File: config.mk
export PLATFORM = sky130hd
export DESIGN_NAME = wake_source_control_regs
export DESIGN_NICKNAME = d
export VERILOG_FILES = /design/src/core/wake_cfg_pkg.sv /design/src/core/wake_input_filter.sv /design/src/core/wake_source_control_regs.sv
export SDC_FILE = /design/constraint.sdc
export NUM_CORES = 1
export LEC_CHECK = 0
export BUFFER_PORTS_ARGS = -buffer_cell sky130_fd_sc_hd__buf_4
export CAP_MARGIN = 20
export CORE_MARGIN = 8
export CORE_UTILIZATION = 45
export DETAILED_ROUTE_END_ITERATION = 10
export GPL_TIMING_DRIVEN = 0
export PLACE_DENSITY = 0.68
export SLEW_MARGIN = 10
export SYNTH_ARGS = -nofsm -noshare
export SYNTH_HDL_FRONTEND = slang
export SYNTH_HIERARCHICAL = 1
export SYNTH_SLANG_ARGS = --single-unit
export TNS_END_PERCENT = 100
File: constraint.sdc
create_clock -name pclk -period 3.8 [get_ports pclk]
set_input_delay 0.57 -clock pclk [delete_from_list [all_inputs] [get_ports pclk]]
set_output_delay 0.57 -clock pclk [all_outputs]
set_load 0.03 [all_outputs]
File: src/core/wake_cfg_pkg.sv
// constants shared by the wake source configuration block
package wake_cfg_pkg;

  // register indices; the byte address is four times the index
  localparam logic [5:0] IDX_INTERNAL = 6'h06;
  localparam logic [5:0] IDX_EXTERNAL = 6'h07;
  localparam logic [5:0] IDX_TERMINATION = 6'h08;
  localparam logic [5:0] IDX_FILTER = 6'h09;

  // internal_wake_config fields
  localparam int BIT_TIMER_B_WAKE = 7;
  localparam int BIT_TIMER_A_WAKE = 6;
  localparam int BIT_STOP_OFF_HI = 2;

  // external_wake_config fields
  localparam int BIT_INT_GLOBAL = 7;
  localparam int BIT_MEASURE = 5;
  localparam int BIT_WAKE_C = 2;
  localparam int BIT_WAKE_B = 1;
  localparam int BIT_WAKE_A = 0;

  // two-bit field per wake input, input n at bits 2n+1:2n
  localparam int FIELD_W = 2;
  localparam int WAKE_INPUTS = 3;

  // reset values
  localparam logic [7:0] RST_INTERNAL = 8'h00;
  localparam logic [7:0] RST_EXTERNAL = 8'h07;
  localparam logic [7:0] RST_TERMINATION = 8'h00;
  localparam logic [7:0] RST_FILTER = 8'h00;

  // bits that hold software values; all others read zero
  localparam logic [7:0] RW_INTERNAL = 8'hC4;
  localparam logic [7:0] RW_EXTERNAL = 8'hA7;
  localparam logic [7:0] RW_TERMINATION = 8'h3F;
  localparam logic [7:0] RW_FILTER = 8'h3F;

  // bits that survive a restart
  localparam logic [7:0] KEEP_INTERNAL = 8'hC0;
  localparam logic [7:0] KEEP_EXTERNAL = 8'hA7;
  localparam logic [7:0] KEEP_TERMINATION = 8'h3F;
  localparam logic [7:0] KEEP_FILTER = 8'h3F;

  // fail-safe pattern on external_wake_config: bits 2:0 set, 6, 4 and 3 cleared
  localparam logic [7:0] FAILSAFE_SET = 8'h07;
  localparam logic [7:0] FAILSAFE_CLEAR = 8'h58;

  // termination codes
  localparam logic [1:0] TERM_NONE = 2'h0;
  localparam logic [1:0] TERM_PULL_DOWN = 2'h1;
  localparam logic [1:0] TERM_PULL_UP = 2'h2;
  localparam logic [1:0] TERM_AUTO = 2'h3;

  // filter codes
  localparam logic [1:0] FLT_STATIC_SHORT = 2'h0;
  localparam logic [1:0] FLT_STATIC_LONG = 2'h1;
  localparam logic [1:0] FLT_CYCLIC_A = 2'h2;
  localparam logic [1:0] FLT_CYCLIC_B = 2'h3;

  // timing
  localparam int CLK_MHZ = 40;
  localparam int FILTER_SHORT_US = 16;
  localparam int FILTER_LONG_US = 64;
  localparam int FILTER_SHORT_CYC = FILTER_SHORT_US * CLK_MHZ;
  localparam int FILTER_LONG_CYC = FILTER_LONG_US * CLK_MHZ;
  localparam int FILTER_CNT_W = $clog2(FILTER_LONG_CYC + 1);

endpackage

File: src/core/wake_input_filter.sv
// level-change filter for one high-voltage wake input
`timescale 1ns/1ps
module wake_input_filter
  import wake_cfg_pkg::*;
#(
  parameter int SHORT_CYC = FILTER_SHORT_CYC,
  parameter int LONG_CYC = FILTER_LONG_CYC,
  parameter int CNT_W = FILTER_CNT_W
)
(
  input wire logic pclk,
  input wire logic presetn,
  input wire logic clear,
  input wire logic pin_level,
  input wire logic [1:0] filter_code,
  input wire logic on_end_a,
  input wire logic on_end_b,
  output logic wake_pulse,
  output logic level
);

  generate
    if (SHORT_CYC < 1 || LONG_CYC < SHORT_CYC || LONG_CYC >= (1 << CNT_W))
    begin : bad_cfg
      $error("wake_input_filter: filter counts do not fit");
    end
  endgenerate

  localparam logic [CNT_W-1:0] SHORT_LAST = CNT_W'(SHORT_CYC - 1);
  localparam logic [CNT_W-1:0] LONG_LAST = CNT_W'(LONG_CYC - 1);

  logic [CNT_W-1:0] count;
  logic changed;
  logic [CNT_W-1:0] limit;
  logic cyclic;
  logic sample_now;
  logic qualified;

  assign changed = pin_level != level;
  assign cyclic = filter_code[1];
  // 64 us only for static code 01, every other code filters 16 us
  assign limit = (filter_code == FLT_STATIC_LONG) ? LONG_LAST : SHORT_LAST;
  // cyclic sensing only looks at the pin when the chosen timer on-time ends
  assign sample_now = (filter_code == FLT_CYCLIC_A) ? on_end_a : on_end_b;
  assign qualified = changed && (count >= limit) && (!cyclic || sample_now);

  // counts cycles of a stable difference; saturates so a late cyclic sample still sees it
  always_ff @(posedge pclk or negedge presetn)
  begin
    if (!presetn)
      count <= '0;
    else if (clear || !changed || qualified)
      count <= '0;
    else if (count < limit)
      count <= count + CNT_W'(1);
  end

  always_ff @(posedge pclk or negedge presetn)
  begin
    if (!presetn)
    begin
      level <= 1'b0;
      wake_pulse <= 1'b0;
    end
    else
    begin
      wake_pulse <= qualified && !clear;
      if (qualified && !clear)
        level <= pin_level;
    end
  end

endmodule

File: src/core/wake_source_control_regs.sv
// wake source configuration registers with apb access and wake qualification
// Functional notes
// - bit 7 enables timer b as wake
// - bit 6 enables timer a as wake
// - reserved bits ignore writes, read zero
// - bit 2 deactivates watchdog in stop; hardware-updatable
// - internal: reset zero, restart clears 5:0
// - external: reset 07, restart clears 6,4,3
// - bit 7 widens interrupt to all status
// - measure bit ignores wake inputs a, b
// - bits 2:0 enable wake inputs c,b,a
// - fail-safe forces bus and external patterns
// - two-bit termination code per wake input
// - termination/filter: reset zero, restart clears 7:6
// - static filter codes: 16 or 64 us
// - cyclic codes sample at timer on-time end
// - measurement runs only in normal mode
`timescale 1ns/1ps
module wake_source_control_regs
  import wake_cfg_pkg::*;
#(
  parameter int ADDR_W = 8
)
(
  input wire logic pclk,
  input wire logic presetn,
  input wire logic psel,
  input wire logic penable,
  input wire logic pwrite,
  input wire logic [ADDR_W-1:0] paddr,
  input wire logic [31:0] pwdata,
  input wire logic [3:0] pstrb,
  output logic [31:0] prdata,
  output logic pready,
  output logic pslverr,
  input wire logic soft_reset,
  input wire logic restart,
  input wire logic failsafe_entry,
  input wire logic stop_off_hw_set,
  input wire logic stop_off_hw_clear,
  input wire logic normal_mode,
  input wire logic status_event,
  input wire logic timer_a_wake_tick,
  input wire logic timer_b_wake_tick,
  input wire logic timer_a_on_end,
  input wire logic timer_b_on_end,
  input wire logic wake_pin_a,
  input wire logic wake_pin_b,
  input wire logic wake_pin_c,
  output logic cyclic_timer_a_wake_enable,
  output logic cyclic_timer_b_wake_enable,
  output logic watchdog_stop_off_hi,
  output logic measure_active,
  output logic [2:0] pull_up_enable,
  output logic [2:0] pull_down_enable,
  output logic wake_event,
  output logic [4:0] wake_source,
  output logic interrupt_request,
  output logic bus_wake_force
);

  generate
    if (ADDR_W < 6 || ADDR_W > 32)
    begin : bad_addr
      $error("wake_source_control_regs: ADDR_W must be 6 to 32");
    end
  endgenerate

  logic [7:0] internal_wake_config;
  logic [7:0] external_wake_config;
  logic [7:0] wake_input_termination;
  logic [7:0] wake_input_filter;

  logic [2:0] pin_meta;
  logic [2:0] pin_sync;
  logic [2:0] pin_filtered_wake;
  logic [2:0] pin_level;

  logic access_cycle;
  logic commit;
  logic write_commit;
  logic hit;
  logic [1:0] reg_sel;
  logic [7:0] read_value;
  logic [7:0] write_byte;

  logic wake_in_a_enable;
  logic wake_in_b_enable;
  logic wake_in_c_enable;
  logic measure_select;
  logic global_interrupt;
  logic [2:0] input_armed;
  logic [4:0] next_wake_source;

  // apb handshake: one wait state, then the commit edge
  assign access_cycle = psel && penable && !pready;
  assign commit = psel && penable && pready;
  assign write_commit = commit && pwrite && hit && pstrb[0];
  assign write_byte = pwdata[7:0];

  // address decode; low two bits must be zero for an aligned word
  always_comb
  begin
    hit = 1'b0;
    reg_sel = 2'h0;
    if (paddr[1:0] != 2'h0)
    begin
      hit = 1'b0;
    end
    else if (paddr[ADDR_W-1:2] == (ADDR_W-2)'(IDX_INTERNAL))
    begin
      hit = 1'b1;
      reg_sel = 2'h0;
    end
    else if (paddr[ADDR_W-1:2] == (ADDR_W-2)'(IDX_EXTERNAL))
    begin
      hit = 1'b1;
      reg_sel = 2'h1;
    end
    else if (paddr[ADDR_W-1:2] == (ADDR_W-2)'(IDX_TERMINATION))
    begin
      hit = 1'b1;
      reg_sel = 2'h2;
    end
    else if (paddr[ADDR_W-1:2] == (ADDR_W-2)'(IDX_FILTER))
    begin
      hit = 1'b1;
      reg_sel = 2'h3;
    end
  end

  // reserved positions are masked so they can never read back nonzero
  always_comb
  begin
    read_value = 8'h00;
    case (reg_sel)
      2'h0: read_value = internal_wake_config & RW_INTERNAL;
      2'h1: read_value = external_wake_config & RW_EXTERNAL;
      2'h2: read_value = wake_input_termination & RW_TERMINATION;
      default: read_value = wake_input_filter & RW_FILTER;
    endcase
    if (!hit)
      read_value = 8'h00;
  end

  always_ff @(posedge pclk or negedge presetn)
  begin
    if (!presetn)
    begin
      pready <= 1'b0;
      pslverr <= 1'b0;
      prdata <= 32'h0000_0000;
    end
    else
    begin
      pready <= access_cycle;
      if (access_cycle)
      begin
        pslverr <= !hit;
        prdata <= {24'h00_0000, read_value};
      end
      else if (commit)
      begin
        pslverr <= 1'b0;
        prdata <= 32'h0000_0000;
      end
    end
  end

  // internal_wake_config; the stop-off bit also follows hardware, set over clear
  always_ff @(posedge pclk or negedge presetn)
  begin
    if (!presetn)
      internal_wake_config <= RST_INTERNAL;
    else if (soft_reset)
      internal_wake_config <= RST_INTERNAL;
    else
    begin
      if (restart)
        internal_wake_config <= internal_wake_config & KEEP_INTERNAL;
      else if (write_commit && reg_sel == 2'h0)
        internal_wake_config <= write_byte & RW_INTERNAL;
      if (stop_off_hw_set)
        internal_wake_config[BIT_STOP_OFF_HI] <= 1'b1;
      else if (stop_off_hw_clear)
        internal_wake_config[BIT_STOP_OFF_HI] <= 1'b0;
    end
  end

  // external_wake_config; fail-safe outranks restart and software
  always_ff @(posedge pclk or negedge presetn)
  begin
    if (!presetn)
      external_wake_config <= RST_EXTERNAL;
    else if (soft_reset)
      external_wake_config <= RST_EXTERNAL;
    else if (failsafe_entry)
      external_wake_config <= (external_wake_config & ~FAILSAFE_CLEAR) | FAILSAFE_SET;
    else if (restart)
      external_wake_config <= external_wake_config & KEEP_EXTERNAL;
    else if (write_commit && reg_sel == 2'h1)
      external_wake_config <= write_byte & RW_EXTERNAL;
  end

  always_ff @(posedge pclk or negedge presetn)
  begin
    if (!presetn)
      wake_input_termination <= RST_TERMINATION;
    else if (soft_reset)
      wake_input_termination <= RST_TERMINATION;
    else if (restart)
      wake_input_termination <= wake_input_termination & KEEP_TERMINATION;
    else if (write_commit && reg_sel == 2'h2)
      wake_input_termination <= write_byte & RW_TERMINATION;
  end

  always_ff @(posedge pclk or negedge presetn)
  begin
    if (!presetn)
      wake_input_filter <= RST_FILTER;
    else if (soft_reset)
      wake_input_filter <= RST_FILTER;
    else if (restart)
      wake_input_filter <= wake_input_filter & KEEP_FILTER;
    else if (write_commit && reg_sel == 2'h3)
      wake_input_filter <= write_byte & RW_FILTER;
  end

  // pins are asynchronous to pclk
  always_ff @(posedge pclk or negedge presetn)
  begin
    if (!presetn)
    begin
      pin_meta <= 3'h0;
      pin_sync <= 3'h0;
    end
    else
    begin
      pin_meta <= {wake_pin_c, wake_pin_b, wake_pin_a};
      pin_sync <= pin_meta;
    end
  end

  assign measure_select = external_wake_config[BIT_MEASURE];
  assign global_interrupt = external_wake_config[BIT_INT_GLOBAL];
  // with measurement selected, inputs a and b lose their wake role
  assign wake_in_a_enable = external_wake_config[BIT_WAKE_A] && !measure_select;
  assign wake_in_b_enable = external_wake_config[BIT_WAKE_B] && !measure_select;
  assign wake_in_c_enable = external_wake_config[BIT_WAKE_C];
  assign input_armed = {wake_in_c_enable, wake_in_b_enable, wake_in_a_enable};

  // filter counts are dropped on soft reset and restart so a stale count cannot fire afterwards; the filtered level is kept
  generate
    for (genvar i = 0; i < WAKE_INPUTS; i++)
    begin : input_filter
      wake_input_filter u_filter (
        .pclk(pclk),
        .presetn(presetn),
        .clear(soft_reset || restart),
        .pin_level(pin_sync[i]),
        .filter_code(wake_input_filter[FIELD_W*i +: FIELD_W]),
        .on_end_a(timer_a_on_end),
        .on_end_b(timer_b_on_end),
        .wake_pulse(pin_filtered_wake[i]),
        .level(pin_level[i])
      );
    end
  endgenerate

  // a filtered edge on a disabled input is simply dropped
  assign next_wake_source = {
    timer_b_wake_tick && internal_wake_config[BIT_TIMER_B_WAKE],
    timer_a_wake_tick && internal_wake_config[BIT_TIMER_A_WAKE],
    pin_filtered_wake & input_armed
  };

  always_ff @(posedge pclk or negedge presetn)
  begin
    if (!presetn)
    begin
      wake_source <= 5'h00;
      wake_event <= 1'b0;
    end
    else
    begin
      wake_source <= next_wake_source;
      wake_event <= |next_wake_source;
    end
  end

  // interrupt is a one-cycle request; the interrupt pin logic stretches it
  always_ff @(posedge pclk or negedge presetn)
  begin
    if (!presetn)
      interrupt_request <= 1'b0;
    else
      interrupt_request <= (|next_wake_source) || (global_interrupt && status_event);
  end

  // bus control register lives elsewhere; it loads its wake-capable mode on this pulse
  always_ff @(posedge pclk or negedge presetn)
  begin
    if (!presetn)
      bus_wake_force <= 1'b0;
    else
      bus_wake_force <= failsafe_entry && !soft_reset;
  end

  always_ff @(posedge pclk or negedge presetn)
  begin
    if (!presetn)
    begin
      cyclic_timer_a_wake_enable <= 1'b0;
      cyclic_timer_b_wake_enable <= 1'b0;
      watchdog_stop_off_hi <= 1'b0;
      measure_active <= 1'b0;
    end
    else
    begin
      cyclic_timer_a_wake_enable <= internal_wake_config[BIT_TIMER_A_WAKE];
      cyclic_timer_b_wake_enable <= internal_wake_config[BIT_TIMER_B_WAKE];
      watchdog_stop_off_hi <= internal_wake_config[BIT_STOP_OFF_HI];
      measure_active <= measure_select && normal_mode;
    end
  end

  // auto mode pulls toward the last filtered level to hold the pin quiet
  always_ff @(posedge pclk or negedge presetn)
  begin
    if (!presetn)
    begin
      pull_up_enable <= 3'h0;
      pull_down_enable <= 3'h0;
    end
    else
    begin
      for (int i = 0; i < WAKE_INPUTS; i++)
      begin
        case (wake_input_termination[FIELD_W*i +: FIELD_W])
          TERM_PULL_DOWN:
          begin
            pull_up_enable[i] <= 1'b0;
            pull_down_enable[i] <= 1'b1;
          end
          TERM_PULL_UP:
          begin
            pull_up_enable[i] <= 1'b1;
            pull_down_enable[i] <= 1'b0;
          end
          TERM_AUTO:
          begin
            pull_up_enable[i] <= pin_level[i];
            pull_down_enable[i] <= !pin_level[i];
          end
          default:
          begin
            pull_up_enable[i] <= 1'b0;
            pull_down_enable[i] <= 1'b0;
          end
        endcase
      end
    end
  end

endmodule

==> metrics.cfg <==
[sta]
period_needed_ns = 2.330
drv_slew = 0
worst_clock_skew_ns = 0.007031
max-slew-margin-rel_pct = 44.65
final-hold-violation-count = 0
setup-violations-final = 0
tightest_slew_ns = 0.8284
fmax_mhz = 429.2
totalNegativeSetupSlack_ns = 0
rsz0062_at_grt = no
timing.final.crit_share_pct = 61.31

[cells_and_area]
final_util_pct = 54.41
syn2layout_area_growth_pct = 19.38
fillerInstances = 1053
fin_nets = 698
insertedDiodeCount = 0
layout-drive-gt1-share_pct = 26.88

[logic_synthesis]
synth_top_area_share_pct = 42.87
netlist_area_sq_um = 5429
most_repeated_cell_in_the_gate_level_netlist_after_synthesis = dfrtp_1
synth.avg_cell_area_sq_um = 10.40
synth-warning-count = 6
post_synthesis_cell_type_with_the_largest_combined_area = dfrtp_1
synth_edf_count = 0
seq_area_frac_synth_pct = 44.32
ys_top_cells_by_count = dfrtp_1 (93), nand2_1 (57), nor2_1 (33)
synthArstFlopShare_pct = 100.0
synth_cell_types = 77
ys_top_cells_by_area = dfrtp_1 (43%), nand2_1 (3.9%), mux2i_1 (3.9%)
syn-instance-count = 522
synth-seq-cells = 96
ys_dominant_reg_cell = dfrtp_1

[floorplan]
x_dimension_of_the_die_um = 125.8
core_area_sq_um = 11910
fp.dieH_um = 125.8
placement_rows = 40
design.die.area_sq_um = 15830
starting_density_of_the_core_pct = 45.58
ios = 115

[worst_setup_path]
critical_path.startpoint = wake_input_filter[3]
crit_cells = 6
worst_ep_arrival_time_ns = 2.56
worstReg2RegStart = wake_input_filter[3]
timing_worst_setup_path_type = register to register
worst-endpoint-required_ns = 4.03
timing.critical_path.fanout_max = 5
r2r.worst_path.cells = 6
kind_of_start_point_of_the_critical_path = register
crit_path_max_incr_delay_ns = 0.43
critical_path.n_buffers_inverters = 0
critical_path.slowest_cell = dfrtp_1
path_delay_family = simple AND/OR/NAND/NOR gates
timing.critical_path.cells = nand2b_1 > ha_1 > nand4b_1 > o21a_4 > nor3_4 > mux2_1
cp-end-kind = register

[drt]
detailroute.via_count = 4119
initialDrtViolationCount = 267
postRouteAntennaNets = 0
route.detailed.vias_per_inst = 5.335
dr.pass1.iters = 4
post_drt_wl_per_cell_um = 15.71
drc = 0
wirelength_um = 12130

[placement]
post-dp-hpwl_um = 9093
port-buffer-count = 63
place_congestion = 0.8189

[global_route]
grt_pass1_vias = 4147
globalRouteOverflowTotal = 0
first_pass_grt_wire_length_um = 20580
grt_start_max_net_pins = 66
grt_use_total_pct = 15.73
number_of_antenna_violations_at_the_first_check_in_global_routing = 0

[power_and_ir_drop]
design_power_total_mw = 2.077
power-per-cell-area_nw_per_um2 = 320.5
power.static_leakage_nw = 2.951
power.ir.vdd_worst_mv = 0.2625

[cts]
total_cts_buffers = 9
h-tree-depth = 3
clk_latency_ns = 0.35
count_of_hold_fix_buffers_inserted_at_cts = 0
tritoncts_num_sinks = 96
cts_root_buf = clkbuf_16
tritoncts_clock_tree = done
cts_resizes = 0
cts-root-to-sink-buffers = 2
post-cts-setup-buffers = 0
cts.clk_slew.worst_paths_ns = 0.07

[min_path]
hold_path.class = input pin to asynchronous set/reset pin

[flow_run]
max_capacitance_violation_total = 0

[outcome]
status = finished, final reports clean

[where the power goes]
part / internal, mW / switching, mW / total, mW
Clock: 0.454 / 0.409 / 0.863
Combinational: 0.0674 / 0.110 / 0.178
Sequential: 1.03 / 0.00635 / 1.04
[metrics by stage]
step | area, sq um | worst slack, ns | instances | hold WS, ns
3_3_place_gp | 6172 | 1.517 | 755 | 0.3355
5_1_grt | 6481 | 1.298 | 772 | 0.1875
6_report | 6481 | 1.470 | 772 | 0.1623
2_1_floorplan | 5515 | 1.713 | 545 | 0.2744
3_5_place_dp | 6200 | 1.485 | 756 | 0.3347
4_1_cts | 6481 | 1.463 | 772 | 0.1657
[layout make-up]
type	instances	area, sq um	area share (%)
tap	147	183.9	2.838
inverter	9	33.78	0.5212
multi-input combinational	401	2789	43.03
clock buffer	10	229.0	3.533
buffer	39	286.5	4.421
sequential	96	2406	37.12
clock inverter	6	52.55	0.8108
timing repair buffer	64	500.5	7.722
[layer usage]
layer,up-vias,GRT usage (%),routed length (um),part of all wire (%)
li1,2031,-,-,-
met1,2003,20.00,5379,44
met2,75,25.65,6021,50
met3,10,4.388,578,4.8
met4,0,4.529,148,1.2
met5,-,0,0,0
[placed cells by master, fill, tap and decap left out, types with 5 or more instances in the layout]
| cell type | synthesis | routed |
|---|---|---|
| a21boi_0 | 5 | 5 |
| a21oi_1 | 17 | 17 |
| a21oi_2 | 8 | 8 |
| a31oi_1 | 11 | 11 |
| and2_1 | 9 | 9 |
| buf_4 | 25 | 88 |
| clkbuf_1 | 7 | 8 |
| clkbuf_16 | 0 | 9 |
| conb_1 | 1 | 24 |
| dfrtp_1 | 93 | 93 |
| ha_1 | 15 | 15 |
| inv_1 | 9 | 9 |
| mux2i_1 | 21 | 21 |
| nand2_1 | 57 | 57 |
| nand2b_1 | 23 | 23 |
| nand3_1 | 19 | 19 |
| nand3b_1 | 12 | 12 |
| nand4_1 | 9 | 9 |
| nor2_1 | 33 | 33 |
| nor2b_1 | 5 | 5 |
| nor3_1 | 10 | 10 |
| o211ai_1 | 5 | 5 |
| o21a_1 | 5 | 5 |
| o21ai_0 | 7 | 7 |
| o21ai_2 | 7 | 7 |
| or2_2 | 5 | 5 |
| xor2_1 | 14 | 14 |
[sequential cells by signal, indices dropped and copies added (netlist names), 5 cells and up]
register / count
external_wake_config: 5
input_filter.u_filter/count: 36
prdata: 8
wake_input_filter: 6
wake_input_termination: 6
wake_source: 5
[path summary, 6_finish.rpt]
path                       slack [ns]                        endpoint
max                              1.47  input_filter[1].u_filter/level
min                              0.16         internal_wake_config[7]
max reg2reg                      1.47  input_filter[1].u_filter/level
min reg2reg                      0.35                     pin_sync[0]
max in group asynchronous        2.95         external_wake_config[0]
min in group pclk                0.33                     pin_meta[0]
[logic make-up after synthesis]
logic type / synth area share, %
XOR/XNOR: 2.420
other: 0.06907
buffers and inverters: 5.900
AND/OR/NAND/NOR: 22.56
multiplexers: 4.771
adder cells (fa/ha/maj): 3.457
flip-flops: 44.32
AO/OA/AOI/OAI: 16.50
No activity file was read; power rests on OpenSTA's default activity.
